File: src/design/tdac_pkg.sv
// package of constants and types for the target abort-dma control block
package tdac_pkg;
    localparam logic [7:0] CMD_ABORT_DMA    = 8'h04;
    localparam logic [7:0] CMD_DMA_BIT_MASK = 8'h80;
    localparam logic [7:0] CMD_SEND_DATA    = 8'h22;
    localparam logic [7:0] CMD_RECV_DATA    = 8'h2A;
    localparam int         STAT_OVERRUN_BIT = 6;
    localparam int         STAT_TC_ZERO_BIT = 4;
    localparam int         SEQ_OFFSET_BIT   = 3;
    localparam logic [4:0] FIFO_FULL_FLAGS  = 5'h10;
    localparam int         QUEUE_DEPTH      = 2;
    localparam logic [7:0] CMD_RESET_VALUE  = 8'h00;
    typedef enum logic [2:0] {
        TDAC_IDLE,
        TDAC_RUN,
        TDAC_HALT,
        TDAC_DRAIN,
        TDAC_DONE
    } tdac_state_e;
endpackage

File: src/design/tdac_cmdq_if.sv
// interface between the controller and its command queue
`timescale 1ns/1ps
interface tdac_cmdq_if;
    logic       push;
    logic [7:0] push_cmd;
    logic       pop;
    logic       flush;
    logic       head_valid;
    logic [7:0] head_cmd;
    logic       wait_valid;
    modport ctrl (output push, push_cmd, pop, flush, input head_valid, head_cmd, wait_valid);
    modport queue (input push, push_cmd, pop, flush, output head_valid, head_cmd, wait_valid);
endinterface

File: src/design/tdac_cmd_queue.sv
// two-entry command queue with registered outputs
`timescale 1ns/1ps
module tdac_cmd_queue
(
    input  wire logic   clk_i,
    input  wire logic   resetn_i,
    tdac_cmdq_if.queue  q
);
    logic [7:0] slot_ff [tdac_pkg::QUEUE_DEPTH];
    logic [1:0] cnt_ff;
    logic [1:0] nxt_cnt;

    assign nxt_cnt = q.flush ? 2'h0 :
                     (cnt_ff - {1'b0, q.pop & (cnt_ff != 2'h0)}
                      + {1'b0, q.push & (cnt_ff != 2'h2)});

    always_ff @(posedge clk_i)
    begin
        if (!resetn_i)
        begin
            cnt_ff   <= 2'h0;
            slot_ff[0] <= tdac_pkg::CMD_RESET_VALUE;
            slot_ff[1] <= tdac_pkg::CMD_RESET_VALUE;
        end
        else
        begin
            cnt_ff <= nxt_cnt;
            if (q.pop && cnt_ff != 2'h0)
                slot_ff[0] <= slot_ff[1];
            if (q.push && !q.flush)
            begin
                if (cnt_ff == 2'h0 || (cnt_ff == 2'h1 && q.pop))
                    slot_ff[0] <= q.push_cmd;
                else if (cnt_ff == 2'h1 || q.pop)
                    slot_ff[1] <= q.push_cmd;
            end
        end
    end

    assign q.head_valid = cnt_ff != 2'h0;
    assign q.head_cmd   = slot_ff[0];
    assign q.wait_valid = cnt_ff == 2'h2;
endmodule

File: src/design/tdac_ctrl.sv
// target abort-dma control: command intake, transfer halt, abort and completion
`timescale 1ns/1ps
module tdac_ctrl
(
    input  wire logic       clk_i,
    input  wire logic       resetn_i,
    input  wire logic       cmd_wr_i,
    input  wire logic [7:0] cmd_i,
    input  wire logic       sync_mode_i,
    input  wire logic       dma_queue_empty_i,
    input  wire logic [4:0] fifo_flags_i,
    input  wire logic       tc_zero_i,
    input  wire logic       offset_max_i,
    input  wire logic [4:0] offset_count_i,
    input  wire logic       scsi_req_i,
    input  wire logic       scsi_ack_i,
    input  wire logic       xfer_done_i,
    input  wire logic       ovr_clear_i,
    output logic            dma_request_o,
    output logic            xfer_active_o,
    output logic            xfer_halted_o,
    output logic            func_complete_o,
    output logic            overrun_err_o,
    output logic            abort_done_o,
    output logic [4:0]      ack_outstanding_o
);
    tdac_cmdq_if cq ();

    tdac_cmd_queue u_queue
    (
        .clk_i    (clk_i),
        .resetn_i (resetn_i),
        .q        (cq.queue)
    );

    tdac_pkg::tdac_state_e state_ff;
    tdac_pkg::tdac_state_e nxt_state;
    logic       is_send_ff;
    logic [4:0] ack_cnt_ff;

    function automatic logic is_dma_xfer(input logic [7:0] c);
        is_dma_xfer = ((c | tdac_pkg::CMD_DMA_BIT_MASK) ==
                       (tdac_pkg::CMD_SEND_DATA | tdac_pkg::CMD_DMA_BIT_MASK)) ||
                      ((c | tdac_pkg::CMD_DMA_BIT_MASK) ==
                       (tdac_pkg::CMD_RECV_DATA | tdac_pkg::CMD_DMA_BIT_MASK));
    endfunction

    wire        wr_abort    = cmd_wr_i && cmd_i == tdac_pkg::CMD_ABORT_DMA;
    wire        active      = state_ff == tdac_pkg::TDAC_RUN || state_ff == tdac_pkg::TDAC_HALT;
    wire        abort_take  = wr_abort && active;
    wire        head_start  = cq.head_valid && state_ff == tdac_pkg::TDAC_IDLE;
    wire        head_dma    = head_start && is_dma_xfer(cq.head_cmd) && cq.head_cmd[7];
    wire        head_is_snd = (cq.head_cmd | tdac_pkg::CMD_DMA_BIT_MASK) ==
                              (tdac_pkg::CMD_SEND_DATA | tdac_pkg::CMD_DMA_BIT_MASK);
    wire        steady_send = dma_queue_empty_i;
    wire        steady_arx  = fifo_flags_i == tdac_pkg::FIFO_FULL_FLAGS || tc_zero_i;
    wire        steady_srx  = tc_zero_i || offset_max_i;
    wire        steady      = is_send_ff ? steady_send : (sync_mode_i ? steady_srx : steady_arx);
    wire        ack_in      = scsi_ack_i && ack_cnt_ff != 5'h00;
    wire        req_out     = scsi_req_i && ack_cnt_ff != 5'h1F;
    wire [4:0]  nxt_ack     = ack_cnt_ff + {4'h0, req_out} - {4'h0, ack_in};
    wire        drain_ok    = is_send_ff ? (!sync_mode_i || offset_count_i == 5'h00)
                                         : (!sync_mode_i || nxt_ack == 5'h00);

    assign cq.push     = cmd_wr_i && !wr_abort;
    assign cq.push_cmd = cmd_i;
    assign cq.pop      = head_start || (wr_abort && cq.wait_valid);
    assign cq.flush    = state_ff == tdac_pkg::TDAC_DRAIN && drain_ok;

    always_comb
    begin
        nxt_state = state_ff;
        unique case (state_ff)
            tdac_pkg::TDAC_IDLE:  if (head_start) nxt_state = head_dma ? tdac_pkg::TDAC_RUN
                                                                        : tdac_pkg::TDAC_IDLE;
            tdac_pkg::TDAC_RUN:   if (abort_take) nxt_state = tdac_pkg::TDAC_DRAIN;
                                  else if (xfer_done_i) nxt_state = tdac_pkg::TDAC_DONE;
                                  else if (steady) nxt_state = tdac_pkg::TDAC_HALT;
            tdac_pkg::TDAC_HALT:  if (abort_take) nxt_state = tdac_pkg::TDAC_DRAIN;
                                  else if (xfer_done_i) nxt_state = tdac_pkg::TDAC_DONE;
            tdac_pkg::TDAC_DRAIN: if (drain_ok) nxt_state = tdac_pkg::TDAC_DONE;
            tdac_pkg::TDAC_DONE:  nxt_state = tdac_pkg::TDAC_IDLE;
        endcase
    end

    always_ff @(posedge clk_i)
    begin
        if (!resetn_i)
        begin
            state_ff          <= tdac_pkg::TDAC_IDLE;
            is_send_ff        <= 1'b0;
            ack_cnt_ff        <= 5'h00;
            dma_request_o     <= 1'b0;
            xfer_active_o     <= 1'b0;
            xfer_halted_o     <= 1'b0;
            func_complete_o   <= 1'b0;
            overrun_err_o     <= 1'b0;
            abort_done_o      <= 1'b0;
            ack_outstanding_o <= 5'h00;
        end
        else
        begin
            state_ff <= nxt_state;
            if (head_dma)
                is_send_ff <= head_is_snd;
            ack_cnt_ff        <= sync_mode_i ? nxt_ack : 5'h00;
            ack_outstanding_o <= sync_mode_i ? nxt_ack : 5'h00;
            dma_request_o     <= nxt_state == tdac_pkg::TDAC_RUN ||
                                 nxt_state == tdac_pkg::TDAC_HALT;
            xfer_active_o     <= nxt_state != tdac_pkg::TDAC_IDLE &&
                                 nxt_state != tdac_pkg::TDAC_DONE;
            xfer_halted_o     <= nxt_state == tdac_pkg::TDAC_HALT;
            func_complete_o   <= nxt_state == tdac_pkg::TDAC_DONE;
            abort_done_o      <= state_ff == tdac_pkg::TDAC_DRAIN && drain_ok;
            if (wr_abort && cq.wait_valid)
                overrun_err_o <= 1'b1;
            else if (ovr_clear_i)
                overrun_err_o <= 1'b0;
        end
    end
endmodule

File: config.mk
export PLATFORM = sky130hd
export DESIGN_NAME = tdac_ctrl
export DESIGN_NICKNAME = d
export VERILOG_FILES = /design/src/design/tdac_pkg.sv /design/src/design/tdac_cmdq_if.sv /design/src/design/tdac_cmd_queue.sv /design/src/design/tdac_ctrl.sv
export SDC_FILE = /design/constraint.sdc
export NUM_CORES = 1
export LEC_CHECK = 0
export BUFFER_PORTS_ARGS = -buffer_cell sky130_fd_sc_hd__buf_2
export CORE_UTILIZATION = 59
export CTS_CLUSTER_SIZE = 16
export DETAILED_ROUTE_END_ITERATION = 10
export GPL_TIMING_DRIVEN = 0
export PLACE_DENSITY_LB_ADDON = 0.05
export SKIP_CTS_REPAIR_TIMING = 1
export SKIP_LAST_GASP = 1
export SYNTH_ARGS = -nofsm -noshare
export SYNTH_HDL_FRONTEND = slang
export SYNTH_HIERARCHICAL = 1
export SYNTH_SLANG_ARGS = --single-unit
File: constraint.sdc
create_clock -name clk_i -period 8.09 [get_ports clk_i]
set_clock_uncertainty 0.15 [all_clocks]
set_input_delay 1.618 -clock clk_i [delete_from_list [all_inputs] [get_ports clk_i]]
set_output_delay 1.618 -clock clk_i [all_outputs]
set_load 0.005 [all_outputs]
# Word level (Yosys, flattened, before mapping)
# Memories as Yosys holds them, arrays and structs flattened.
# Index checks and enable logic that the tools add are counted.
[op_classes]
add_sub_neg = 4
eq_ne = 16
muxes = 30
bitwise_logic = 6
n_reduce_logical = 37
[ops]
columns = ["op", "n"]
rows = [
  ["two-way mux 8 bit", 3],
  ["two-way mux 3 bit", 7],
  ["two-way mux 1 bit", 19],
  ["case mux 3 bit (5 select lines)", 1],
  ["equality test 7 x 6 -> 1 bit (second input constant)", 2],
  ["logical AND 1 bit", 14],
  ["zero test 5 bit", 2],
  ["logical OR 1 bit", 10],
  ["equality test 3 x 2 -> 1 bit (second input constant)", 3],
  ["equality test 8 x 3 -> 1 bit (second input constant)", 1],
  ["equality test 3 x 1 -> 1 bit (second input constant)", 2],
  ["equality test 3 bit (second input constant)", 2],
  ["adder 5 x 1 -> 5 bit", 1],
  ["equality test 5 bit (second input constant)", 1],
  ["inequality test 5 bit (second input constant)", 1],
  ["nonzero test 5 bit", 1],
  ["subtractor 5 x 1 -> 5 bit", 1],
  ["nonzero test 2 bit", 2],
  ["zero test 1 bit", 3],
  ["zero test 3 bit", 1],
  ["inequality test 3 bit (second input constant)", 1],
  ["bitwise OR 1 bit", 3],
  ["nonzero test 3 bit", 1],
  ["adder 2 x 1 -> 2 bit", 1],
  ["other kinds (9)", 10],
]
[word_totals]
regBits = 17
ram_bits = 16
inputBits = 29
n_memories = 1
[mem_list]
columns = ["memory", "depth", "word_bits", "rd", "rd_ports_with_merged_regs", "wr", "line_no", "rtl"]
rows = [
  ["u_queue.slot_ff", 2, 8, 2, 0, 2, "tdac_cmd_queue.sv:9", "logic [7:0] slot_ff [tdac_pkg::QUEUE_DEPTH];"],
]

# Logic depth before layout (Yosys ltp)
[logic_depth]
depth_word = 14
depth_mapped = 17
depth_no_buf = 16

# Cells and area by module
# Netlist, hierarchy kept.
[modules_own_cells]
columns = ["module", "instances", "cells_per_inst", "area_each_um2"]
rows = [
  ["tdac_cmd_queue", 1, 86, 988.4],
  ["tdac_ctrl", 1, 102, 967.2],
]

# Least setup slack after synthesis
# OpenSTA, ideal clock, no wires.
[synth_timing]
path_kind = "input -> register"
startpoint = "input scsi_ack_i"
endpoint = "memory u_queue.slot_ff[0][0] (enable)"
setup_ps = 327
arrival_time_ps = 4195
path_slack_ps = 3418
cell_stages = 14
n_path_buf = 1
path_cell_list = "o41a_1 > ha_1 > inv_1 > ha_1 > fa_1 > a21oi_1 > o21bai_1 > xnor2_1 > a31oi_2 > nor3_1 > and4bb_1 > buf_6 > nand2_1 > nand3b_1"
[synth_lines]
columns = ["element", "line_no", "rtl"]
rows = [
  ["start: declaration", "tdac_ctrl.sv:16", "input wire logic scsi_ack_i,"],
  ["end: declaration", "tdac_cmd_queue.sv:9", ""],
]

==> results.py <==
metrics = {
    "global_route": {
        "grt_pass1_vias": 1478,
        "grt_max_degree": 16,
        "grt_antenna_before_repair": 0,
        "grt-ovfl-total": 0,
        "grt_use_total_pct": 24.6,
        "grt_pass1_wl_um": 6420,
    },
    "sta": {
        "tightest_slew_ns": 1.11,
        "rsz0062_at_grt": "false",
        "worst_slack_ns": 3.15,
        "fin_crit_ns": 4.94,
        "period_share_pct": 61.0,
        "hold_violations": 0,
        "relSlewSlack_pct": 25.3,
        "drv_slew": 0,
        "setup-tns-final_ns": 0,
        "setup_viol": 0,
        "max_freq_ghz": 0.203,
    },
    "floorplan": {
        "start_util_pct": 63.0,
        "coreArea_mm2": 0.00310,
        "pin_count": 40,
        "die_area_mm2": 0.00355,
        "die_h_um": 59.6,
        "rows": 20,
        "die_w_um": 59.6,
    },
    "drt": {
        "num_vias": 1558,
        "drc_errors": 0,
        "dr.first_iter.drc_count": 65,
        "drt-wirelength-per-cell_um": 14.4,
        "wl_um": 4030,
        "ant_nets": 0,
        "dr.pass1.iters": 4,
        "avgViaCountPerCell": 5.58,
    },
    "hold_path": {
        "holdPathEnd": "overrun_err_o",
        "worstHoldPathType": "reg -> reg",
        "worstHoldPathCells": 2,
        "min_from": "overrun_err_o",
    },
    "synthesis": {
        "synth_edf_count": 16,
        "yosysUniqueCellTypes": 54,
        "ys_seq_elements": 33,
        "synthesis.nets": 227,
        "yosysWarnings": 6,
        "synth.avg_cell_area_um2": 10.4,
        "async_reset_ff_share_pct": 0,
        "synth_seq_area_share_pct": 42.0,
        "synth_top_flop_cell": "dfxtp_1",
        "synthCells": 188,
        "syn-cell-area_mm2": 0.00196,
    },
    "worst_setup_path": {
        "path_class": "in -> reg",
        "critPathLaunchType": "input pin",
        "r2r_slack_ns": 3.71,
        "cp_slowest_cell": "o21ai_0",
        "r2r-end": "u_queue/slot_ff[0][10]",
        "ff2ff_path_depth": 15,
        "worst_path_most_repeated_cell": "ha_1",
        "arrival_ns": 4.73,
        "path_max_fanout": 8,
        "cpPeakStageDelay_ns": 0.88,
        "required_ns": 7.89,
        "r2r-start": "ack_cnt_ff[2]",
        "worstSetupEndpointType": "flip-flop",
        "critical_path.cell_chain": "buf_2, o41a_1, ha_1, inv_1, ha_1, fa_1, a21oi_1, o21bai_1, xnor2_1, a31oi_2, nor3_1, nand2b_1, o21ai_0",
    },
    "placed_design": {
        "dpl.hpwl_um": 3080,
        "port_buffers": 39,
        "place_area_mm2": 0.00221,
        "pre_cts_ws_ns": 2.79,
        "place.gp.congestion": 0.848,
    },
    "pwr": {
        "vdd_drop_max_mv": 0.136,
        "pwr_density_cell_mw_per_mm2": 256,
        "power.leakage_nw": 0.958,
        "power_mw": 0.579,
    },
    "clocking": {
        "clk_pin_slew_ns": 0.10,
        "cts_root_buffer": "clkbuf_4",
        "numCtsBuffers": 5,
        "htree_num_levels": 2,
        "clock_latency_ns": 0.32,
        "clk_path_buf_depth": 2,
        "clock_sinks": 33,
        "tritoncts": "yes",
    },
    "finish": {
        "syn_to_final_growth_pct": 15.4,
        "nFillCells": 262,
        "final_area_mm2": 0.00226,
        "n_antenna_cell": 0,
        "drive_above_1_share_pct": 31.5,
        "layout.nets": 273,
    },
    "job": {
        "cap_violations": 0,
    },
    "run_status": {
        "outcome": "complete, no violations",
    },
}
[final cells by class]
| class | instances | area, um2 | share of cell area, % |
|---|---|---|---|
| multi-input cells | 134 | 1010 | 44.6 |
| flip-flops and latches | 33 | 821 | 36.4 |
| repair buffers | 39 | 195 | 8.65 |
| plain buffers | 11 | 90.1 | 3.99 |
| well taps | 44 | 55.1 | 2.44 |
| clock buffers | 6 | 41.3 | 1.83 |
| inverters | 10 | 37.5 | 1.66 |
| clock inverters | 2 | 10.0 | 0.443 |
[per-layer routing]
layer	vias up	track usage [%]	wire, um	part of all wire, %
met5	-	0	0	0
met4	0	8.97	32	0.79
met3	4	6.55	238	5.9
met2	47	43.8	2040	51
met1	733	28.2	1720	43
li1	774	-	-	-
[state kept, by name (all words and copies together) (netlist names)]
register / cells
ack_cnt_ff: 5
func_complete_o: 1
abort_done_o: 1
u_queue/slot_ff: 16
state_ff: 3
xfer_active_o: 1
dma_request_o: 1
is_send_ff: 1
overrun_err_o: 1
xfer_halted_o: 1
u_queue/cnt_ff: 2
[Yosys cell counts (2+ instances only)]
cell / number / area (um2)
o21a_4: 2 / 30.0
edfxtp_1: 16 / 480
nand4_1: 2 / 12.5
nand2b_1: 5 / 31.3
nand2_1: 8 / 30.0
a21boi_0: 2 / 15.0
buf_4: 9 / 67.6
nand3_1: 9 / 45.0
nor3b_1: 2 / 15.0
buf_6: 2 / 22.5
and2_1: 7 / 43.8
a211o_1: 2 / 17.5
nor2_1: 11 / 41.3
xnor2_1: 3 / 26.3
ha_1: 9 / 113
o21ai_0: 10 / 50.1
nor4_1: 4 / 25.0
and3b_1: 2 / 17.5
or2_2: 2 / 12.5
xor2_1: 3 / 26.3
inv_1: 10 / 37.5
and3_1: 3 / 18.8
a21oi_1: 13 / 65.1
nor2b_1: 4 / 25.0
and2_4: 2 / 17.5
nand4bb_1: 2 / 22.5
dfxtp_1: 17 / 340
[cells by family after synthesis]
family / Yosys count / synth area share, %
adder cells (fa/ha/maj): 10 / 6.78
buffers and inverters: 21 / 6.53
AND/OR/NAND/NOR: 75 / 25.5
AO/OA/AOI/OAI: 43 / 16.6
XOR/XNOR: 6 / 2.69
flip-flops: 33 / 42.0
[placed cells by master, fill, tap and decap left out, drive strengths merged, types with 2 or more instances in the layout]
master   Yosys  routed
buf         11      50
dfxtp       17      17
edfxtp      16      16
a21oi       13      13
nor2        11      11
o21ai       11      11
inv         10      10
nand3       10      10
and2        10      10
ha           9       9
nand2        8       8
clkbuf       0       6
nand2b       5       5
nor4         5       5
nor2b        4       4
and3         4       4
xor2         3       3
xnor2        3       3
nor3b        3       3
nand4        2       2
a21boi       2       2
a211o        2       2
nand4bb      2       2
and3b        2       2
or2          2       2
clkinv       0       2
o21a         2       2
nor4b        2       2
a31oi        2       2
[report_power, final]
group	switching, mW	internal, mW
Clock	0.0535	0.0331
Combinational	0.134	0.121
Sequential	0.0187	0.218
[worst max-delay path by stage]
stage	cells after the start	to	startpoint
final	13	u_queue/slot_ff[0][10]	scsi_ack_i
after global routing	13	u_queue/slot_ff[0][8]	scsi_ack_i
after global placement	13	u_queue/slot_ff[0][12]	scsi_ack_i
after detailed placement	13	u_queue/slot_ff[0][12]	scsi_ack_i
after CTS	13	u_queue/slot_ff[0][8]	scsi_ack_i
after floorplan	14	u_queue/slot_ff[0][0]	scsi_ack_i
[worst max-delay path: cells and delay by family]
kind / cells / cell delay (ns)
simple gates: 2 / 0.37
compound gates: 5 / 1.56
xor+xnor: 1 / 0.16
fa+ha+maj: 3 / 0.89
buf+inv: 2 / 0.13
[metrics by stage]
step | hold slack [ns] | cells | utilization [%]
6_report | 0.333 | 279 | 72.7
5_1_grt | 0.377 | 279 | 72.7
4_1_cts | 0.338 | 279 | 72.7
3_5_place_dp | 0.311 | 271 | 71.1
3_3_place_gp | 0.309 | 271 | 71.1
2_1_floorplan | 0.311 | 188 | -
(Power assumes the default switching activity.)
